### src/hdl/rcs_cfg.svh
`ifndef RCS_CFG_SVH
`define RCS_CFG_SVH
// Register indices; byte address is four times the index
`define RCS_IDX_SLEEP 16'hf400
`define RCS_IDX_STROBE 16'hf401
`define RCS_IDX_START 16'hf402
`define RCS_IDX_STATUS 16'hf404
`define RCS_SLEEP_RST 16'h0000
`define RCS_STROBE_RST 16'h0002
`define RCS_START_RST 16'h0000
`define RCS_SEL_W 5
`define RCS_SEL_SERIAL 5'h08
`define RCS_SEL_SPDIF 5'h10
`endif

### src/hdl/rcs_pkg.sv
package rcs_pkg;
    typedef enum logic [1:0] {
        RCS_IDLE = 2'b00,
        RCS_RUN = 2'b01,
        RCS_DRAIN = 2'b10,
        RCS_SLEEP = 2'b11
    } rcs_state_type;
endpackage

### src/hdl/rcs_core_ctrl.sv
// Overview of operation
// - Sleep request while running waits for the current sample or block to finish.
// - Sleeping core masks all interrupts; no samples move, processing halts.
// - Sleep register bit 0: 0 run, 1 sleep; resets 0; upper bits reserved.
// - Selected frame strobe starts each frame and sets the sample rate.
// - Codes 0-7 generators, 8-15 serial ports, 16 S/PDIF receiver.
// - Core starts only on 0-to-1 of start bit; sleep stops it.
//
// The APB interface to the registers was chosen for this implementation.
`timescale 1ns/1ns
`include "rcs_cfg.svh"
module rcs_core_ctrl #(
    parameter int NUM_GEN = 8,
    parameter int NUM_SER = 8
) (
    // Clock and reset
    input wire logic clk_in,
    input wire logic rstn_in,
    // APB slave
    input wire logic psel_in,
    input wire logic penable_in,
    input wire logic pwrite_in,
    input wire logic [17:0] paddr_in,
    input wire logic [31:0] pwdata_in,
    output logic [31:0] prdata_out,
    output logic pready_out,
    output logic pslverr_out,
    // Frame strobe sources, asynchronous pulses of several cycles
    input wire logic [NUM_GEN-1:0] gen_strobe_in,
    input wire logic [NUM_SER-1:0] ser_frame_clk_in,
    input wire logic spdif_strobe_in,
    // Core side
    input wire logic core_busy_in,
    input wire logic [7:0] irq_in,
    output logic [7:0] irq_out,
    output logic frame_start_out,
    output logic core_start_out,
    output logic core_run_out,
    output logic core_sleep_out
);
    rcs_pkg::rcs_state_type state_reg;
    logic sleep_reg;
    logic [`RCS_SEL_W-1:0] sel_reg;
    logic start_reg;
    logic [NUM_GEN+NUM_SER:0] src_meta_reg, src_sync_reg, src_prev_reg;
    logic strobe_sync;
    logic strobe_edge;
    logic acc;
    logic wr;
    logic [15:0] idx;
    logic hit;

    // Select codes index the source vector directly, so the counts are fixed
    if (NUM_GEN != 8 || NUM_SER != 8) begin : g_bad_params
        $error("rcs_core_ctrl supports eight generator and eight serial strobes only");
    end

    function automatic logic idx_ok(input logic [15:0] i);
        idx_ok = (i == `RCS_IDX_SLEEP) || (i == `RCS_IDX_STROBE) ||
                 (i == `RCS_IDX_START) || (i == `RCS_IDX_STATUS);
    endfunction

    assign acc = psel_in && penable_in;
    assign wr = acc && pwrite_in;
    assign idx = paddr_in[17:2];
    assign hit = idx_ok(idx) && (paddr_in[1:0] == 2'b00);
    assign pready_out = 1'b1;
    assign pslverr_out = acc && !hit;

    // Control registers
    always_ff @(posedge clk_in or negedge rstn_in) begin
        if (!rstn_in) begin
            sleep_reg <= 1'b0;
            sel_reg <= 5'(`RCS_STROBE_RST);
            start_reg <= 1'b0;
        end else if (wr && hit) begin
            if (idx == `RCS_IDX_SLEEP) begin
                sleep_reg <= pwdata_in[0];
            end
            if (idx == `RCS_IDX_STROBE) begin
                sel_reg <= pwdata_in[`RCS_SEL_W-1:0];
            end
            if (idx == `RCS_IDX_START) begin
                start_reg <= pwdata_in[0];
            end
        end
    end

    always_ff @(posedge clk_in or negedge rstn_in) begin
        if (!rstn_in) begin
            prdata_out <= 32'h0000_0000;
        end else if (psel_in && !penable_in && !pwrite_in) begin
            // Unaligned or unmapped reads return zero
            unique case (hit ? idx : 16'h0000)
                `RCS_IDX_SLEEP: prdata_out <= {31'h0, sleep_reg};
                `RCS_IDX_STROBE: prdata_out <= {27'h0, sel_reg};
                `RCS_IDX_START: prdata_out <= {31'h0, start_reg};
                `RCS_IDX_STATUS: prdata_out <= {30'h0, state_reg};
                default: prdata_out <= 32'h0000_0000;
            endcase
        end
    end

    // Synchronise all strobe sources
    always_ff @(posedge clk_in or negedge rstn_in) begin
        if (!rstn_in) begin
            src_meta_reg <= '0;
            src_sync_reg <= '0;
            src_prev_reg <= '0;
        end else begin
            src_meta_reg <= {spdif_strobe_in, ser_frame_clk_in, gen_strobe_in};
            src_sync_reg <= src_meta_reg;
            src_prev_reg <= src_sync_reg;
        end
    end

    always_comb begin
        if (sel_reg == `RCS_SEL_SPDIF) begin
            strobe_sync = src_sync_reg[NUM_GEN+NUM_SER] && !src_prev_reg[NUM_GEN+NUM_SER];
        end else if (sel_reg <= 5'h0f) begin
            strobe_sync = src_sync_reg[sel_reg[3:0]] && !src_prev_reg[sel_reg[3:0]];
        end else begin
            strobe_sync = 1'b0;
        end
    end
    assign strobe_edge = strobe_sync;

    always_ff @(posedge clk_in or negedge rstn_in) begin
        if (!rstn_in) begin
            frame_start_out <= 1'b0;
        end else begin
            frame_start_out <= strobe_edge && (state_reg == rcs_pkg::RCS_RUN);
        end
    end

    always_ff @(posedge clk_in or negedge rstn_in) begin
        if (!rstn_in) begin
            core_start_out <= 1'b0;
        end else begin
            core_start_out <= wr && hit && (idx == `RCS_IDX_START) && pwdata_in[0] && !start_reg;
        end
    end

    always_ff @(posedge clk_in or negedge rstn_in) begin
        if (!rstn_in) begin
            state_reg <= rcs_pkg::RCS_IDLE;
        end else begin
            unique case (state_reg)
                rcs_pkg::RCS_IDLE: begin
                    if (core_start_out) begin
                        state_reg <= rcs_pkg::RCS_RUN;
                    end
                end
                rcs_pkg::RCS_RUN: begin
                    if (sleep_reg) begin
                        state_reg <= core_busy_in ? rcs_pkg::RCS_DRAIN : rcs_pkg::RCS_SLEEP;
                    end
                end
                rcs_pkg::RCS_DRAIN: begin
                    if (!core_busy_in) begin
                        state_reg <= rcs_pkg::RCS_SLEEP;
                    end
                end
                rcs_pkg::RCS_SLEEP: begin
                    if (!sleep_reg) begin
                        state_reg <= rcs_pkg::RCS_RUN;
                    end
                end
            endcase
        end
    end

    always_ff @(posedge clk_in or negedge rstn_in) begin
        if (!rstn_in) begin
            irq_out <= 8'h00;
        end else begin
            irq_out <= sleep_reg ? 8'h00 : irq_in;
        end
    end

    assign core_run_out = (state_reg == rcs_pkg::RCS_RUN) || (state_reg == rcs_pkg::RCS_DRAIN);
    assign core_sleep_out = (state_reg == rcs_pkg::RCS_SLEEP);
endmodule

### config.mk
export PLATFORM = sky130hd
export DESIGN_NAME = rcs_core_ctrl
export DESIGN_NICKNAME = d
export VERILOG_FILES = /design/src/hdl/rcs_pkg.sv /design/src/hdl/rcs_core_ctrl.sv
export VERILOG_INCLUDE_DIRS = /design/src /design/src/hdl
export SDC_FILE = /design/constraint.sdc
export NUM_CORES = 1
export LEC_CHECK = 0
export BUFFER_PORTS_ARGS = -buffer_cell sky130_fd_sc_hd__clkbuf_2
export CAP_MARGIN = 30
export CORE_ASPECT_RATIO = 1.2
export CORE_MARGIN = 1.5
export CORE_UTILIZATION = 47
export CTS_CLUSTER_SIZE = 20
export DETAILED_ROUTE_END_ITERATION = 10
export GPL_ROUTABILITY_DRIVEN = 0
export PLACE_DENSITY = 0.79
export SETUP_SLACK_MARGIN = 0.2
export SLEW_MARGIN = 30
export SYNTH_ARGS = -nofsm -noshare
export SYNTH_HDL_FRONTEND = slang
export SYNTH_SLANG_ARGS = --single-unit
### constraint.sdc
create_clock -name clk_in -period 1.8 [get_ports clk_in]
set_input_delay 0 -clock clk_in [delete_from_list [all_inputs] [get_ports clk_in]]
set_output_delay 0 -clock clk_in [all_outputs]
set_load 0.005 [all_outputs]
[Word level (Yosys, flattened, before mapping)]
Index checks and enable logic that the tools add are counted.
Storage, ports and cells
  output and inout port bits: 46
  input port bits: 81
  logic and storage cells: 73
  register bits after elaboration: 102
Cells by class
  magnitude comparators: 2
  reduce and logical (&&, ||, !) cells: 29
  eq/ne operators: 16
  mux-type cells: 15
Operator list (count)
  16-bit == test, second input constant: 8
  5-bit case mux with 4 select lines: 1
  16-bit 2-to-1 mux: 1
  1-bit logical AND: 13
  1-bit binary-select mux with 4-bit select: 2
  2-bit 2-to-1 mux: 4
  8-bit 2-to-1 mux: 1
  2-bit inequality test, second input constant: 4
  2-bit case mux with 4 select lines: 1
  1-bit logical NOT: 6
  4-bit by 6-bit less-than comparator with 1-bit output, second input constant: 1
  2-bit AND reduction: 3
  5-bit == test, second input constant: 1
  5-bit by 4-bit less-or-equal comparator with 1-bit output, second input constant: 1
  1-bit 2-to-1 mux: 5
  2-bit == test, second input constant: 2
  2-bit logical NOT: 2
  1-bit logical OR: 4
  4-bit AND reduction: 1
  2-bit by 1-bit == test with 1-bit output, second input constant: 1

[Logic depth before layout (Yosys ltp)]
  depth after elaboration: 9
  depth in mapped cells: 6
  depth with buffers taken out: 6

[Worst setup path before layout]
Ideal clock, no wire load.
  kind: reg-to-reg
  start: reg sel_reg[1]
  end: reg frame_start_out
  arrival time: 1.361 ns
  cell stages (with the launch flop): 6
  required time: 1.675 ns
  library setup time: 0.125 ns
  path slack: 0.315 ns
  cells stage by stage: dfstp_2 clkbuf_1 nand3_1 a311o_1 o2111ai_1 o31ai_1
On the way
  cells in the longest elaborated chain, start to end: 7
Ends and longest elaborated chain
  start, declared: line rcs_core_ctrl.sv:43  | logic [`RCS_SEL_W-1:0] sel_reg;
  start signal, assigned: line rcs_core_ctrl.sv:74  | sel_reg <= 5'(`RCS_STROBE_RST);
  start signal, assigned: line rcs_core_ctrl.sv:81  | sel_reg <= pwdata_in[`RCS_SEL_W-1:0];
  1-bit binary-select mux with 4-bit select: line rcs_core_ctrl.sv:121  | strobe_sync = src_sync_reg[sel_reg[3:0]] && !src_prev_reg[sel_reg[3:0]];
  1-bit 2-to-1 mux (implied by the code): line rcs_core_ctrl.sv:121
  1-bit logical NOT: line rcs_core_ctrl.sv:121
  1-bit logical AND: line rcs_core_ctrl.sv:121
  1-bit 2-to-1 mux: line rcs_core_ctrl.sv:120  | end else if (sel_reg <= 5'h0f) begin
  1-bit 2-to-1 mux (*): line rcs_core_ctrl.sv:118  | if (sel_reg == `RCS_SEL_SPDIF) begin
  1-bit logical AND (*): line rcs_core_ctrl.sv:132  | frame_start_out <= strobe_edge && (state_reg == rcs_pkg::RCS_RUN);
  end signal, assigned: line rcs_core_ctrl.sv:132
  end, declared: line rcs_core_ctrl.sv:36  | output logic frame_start_out,
Every way passes the cells marked *; elsewhere a longest branch is shown, timed or not. The select of a mux whose other input is x is not followed.
A chain may end at the register's enable or synchronous reset.

[Final worst setup path]
Ends and elaborated chain as after synthesis.

==> flow_summary.yaml <==
status:
  status: "finished, final reports clean"
clocking:
  cts_root_buf: "clkbuf_8"
  cts_tree: "yes"
  cts_buffers: 9
  insertion_delay_ns: 0.33
  clock_sinks: 75
  clk_path_buf_depth: 2
  clk_pin_slew_ns: 0.08
  cts.htree.levels: 3
grt:
  grt_usage_pct: 16.8
  grt_max_degree: 43
  grt-ovfl-total: 0
  antenna_found_initial: 0
  first_global_vias: 1937
  grt_pass1_wl_mm: 8.45
power_and_ir_drop:
  power_frac_comb_pct: 14.5
  p_leak_nw: 1.89
  p_per_area_mw_per_mm2: 975
  power_frac_seq_pct: 47.8
  ir_worst_vdd_mv: 0.621
  p_sw_share_pct: 23.5
  p_sw_w: 0.000899
  p_clk_share_pct: 37.7
  p_int_w: 0.00292
final_layout:
  layout.cells.non_filler: 425
  fin_area_mm2: 0.00392
  n_antenna_cell: 0
  drive_gt1_share_pct: 34.7
  nets: 423
  syn2layout_area_growth_pct: 32.4
place:
  place_inst: 374
  placed_area_mm2: 0.00332
  port_buffers: 71
  hpwl_mm: 3.53
logic_synthesis:
  ys_top_cells_by_count: "74 x dfrtp_1, 28 x buf_4, 13 x nor2b_1"
  postSynthAreaPerCell_um2: 13.3
  synth-seq-area-share_pct: 63.5
  ys.flop_type: "dfrtp_1"
  synthArstFlopShare_pct: 100
  synth_warnings: 0
  synth_area_leaders: "dfrtp_1 63%, buf_4 7.1%, mux2_2 3.0%"
  yosysTopAreaCell: "dfrtp_1"
  syn-cell-area_mm2: 0.00296
  synth_most_common_cell: "dfrtp_1"
  yosysTopAreaCellShare_pct: 62.6
  ys_ff_latch: 75
  synth_cells: 223
  ys_types: 48
  synth_edf_count: 0
die:
  die_w_um: 75.4
  fp.dieH_um: 89.9
  dieArea_mm2: 0.00678
  ios: 127
  core-area_mm2: 0.00605
  row_count: 31
  initial_utilization_pct: 48.9
sta:
  final-setup-viol-count: 0
  slew_violations: 0
  final_hold_viol_count: 0
  period_share_pct: 85.4
  clock_skew_ns: 0.00782
  period_minus_slack_ns: 1.54
  max_freq_mhz: 650
  tns_ns: 0
  whs_ns: 0.0521
  rsz0062_at_grt: "yes"
setup_path:
  start_kind: "register"
  critPathRequiredTime_ns: 2.02
  crit_type: "register to register"
  path_cells: "mux4_2 -> o2111ai_1 -> o31ai_1"
  cp.arrival_ns: 1.76
  max_stage_delay_ns: 0.61
  end_kind: "register"
  crit_path_top_delay_cell: "dfstp_2"
  r2r_slack_ns: 0.26
  crit_fanout: 7
routing:
  drcViolationCount: 0
  drt-total-wl_mm: 5.27
  drtIter0Drc: 69
  vias: 1993
  wire_per_inst_um: 12.4
  ant_nets: 0
  first_pass_iters: 4
  viasPerCell: 4.69
run:
  maxCapViolations: 0
min_path:
  min_path_type: "primary input to register"
## cell type report
type	count	area (um2)
Sequential cell	75	1880
Clock buffer	11	151
Inverter	7	26.3
Clock inverter	5	85.1
Tap cell	82	103
Timing Repair Buffer	110	731
Multi-Input combinational cell	135	942
Fill cell	473	2130
## final timing paths
path                            startpoint              end  cells past startpoint
min                                psel_in    prdata_out[2]                      4
max in group asynchronous          rstn_in       irq_out[5]                      3
max                             sel_reg[1]  frame_start_out                      3
min in group asynchronous          rstn_in  src_sync_reg[2]                      2
max reg2reg                     sel_reg[1]  frame_start_out                      3
min reg2reg                src_meta_reg[9]  src_sync_reg[9]                      0
## critical path: cells and delay by family (launching register included)
kind               cells  cell delay [ns]
AOI/OAI and AO/OA      2             0.29
DFF                    1             0.61
muxes                  1             0.53
## power by group through the flow
stage	Sequential [W]	Clock, W	Combinational (W)
6_report	0.00183	0.00144	0.000554
5_1_grt	0.00184	0.00156	0.000621
2_1_floorplan	0.00185	0	0.000289
3_3_place_gp	0.00186	0	0.000423
3_5_place_dp	0.00186	0	0.000439
4_1_cts	0.00183	0.00149	0.000496
## routing by layer
layer  part of all wire [%]  global-route usage [%]  vias up
li1                       -                       -      942
met1                     40                    19.9      966
met2                     52                    27.4       72
met3                    5.2                    3.36       13
met4                    3.1                    9.67        0
met5                      0                       0        -
## layout by cell type, fill, tap and decap left out, drive strengths merged, types with 7 or more instances in the layout
| cell | count |
|---|---|
| dfrtp | 74 |
| nor2 | 7 |
| buf | 8 |
| inv | 7 |
| clkbuf | 81 |
| nor2b | 13 |
| conb | 28 |
| dlygate4sd3 | 32 |
| nand2 | 11 |
| mux2 | 8 |
## per-stage QoR
stage	power, W	util, %	worst slack (ns)
global placement	0.00228	54.9	0.273
finish	0.00382	64.7	0.262
floorplan	0.00214	-	0.315
global route	0.00402	64.7	0.153
detailed placement	0.00230	54.9	0.262
CTS	0.00381	64.1	0.227
## repair_timing
| item | CTS | global route |
|---|---|---|
| setup buffers | 0 | 3 |
| hold endpoints to repair | 73 | 0 |
| hold buffers | 32 | 0 |
| setup endpoints to repair | 0 | 1 |
| gates resized for setup | 0 | 4 |
## kinds of logic after synthesis
logic type,after synthesis,synth area share [%]
muxes,11,4.48
DFF,75,63.5
and+or+nand+nor,71,16.5
adders and majority gates,4,1.69
AOI/OAI and AO/OA,21,5.12
buffers and inverters,39,8.50
other,2,0.254
No activity file was read; power rests on OpenSTA's default activity.
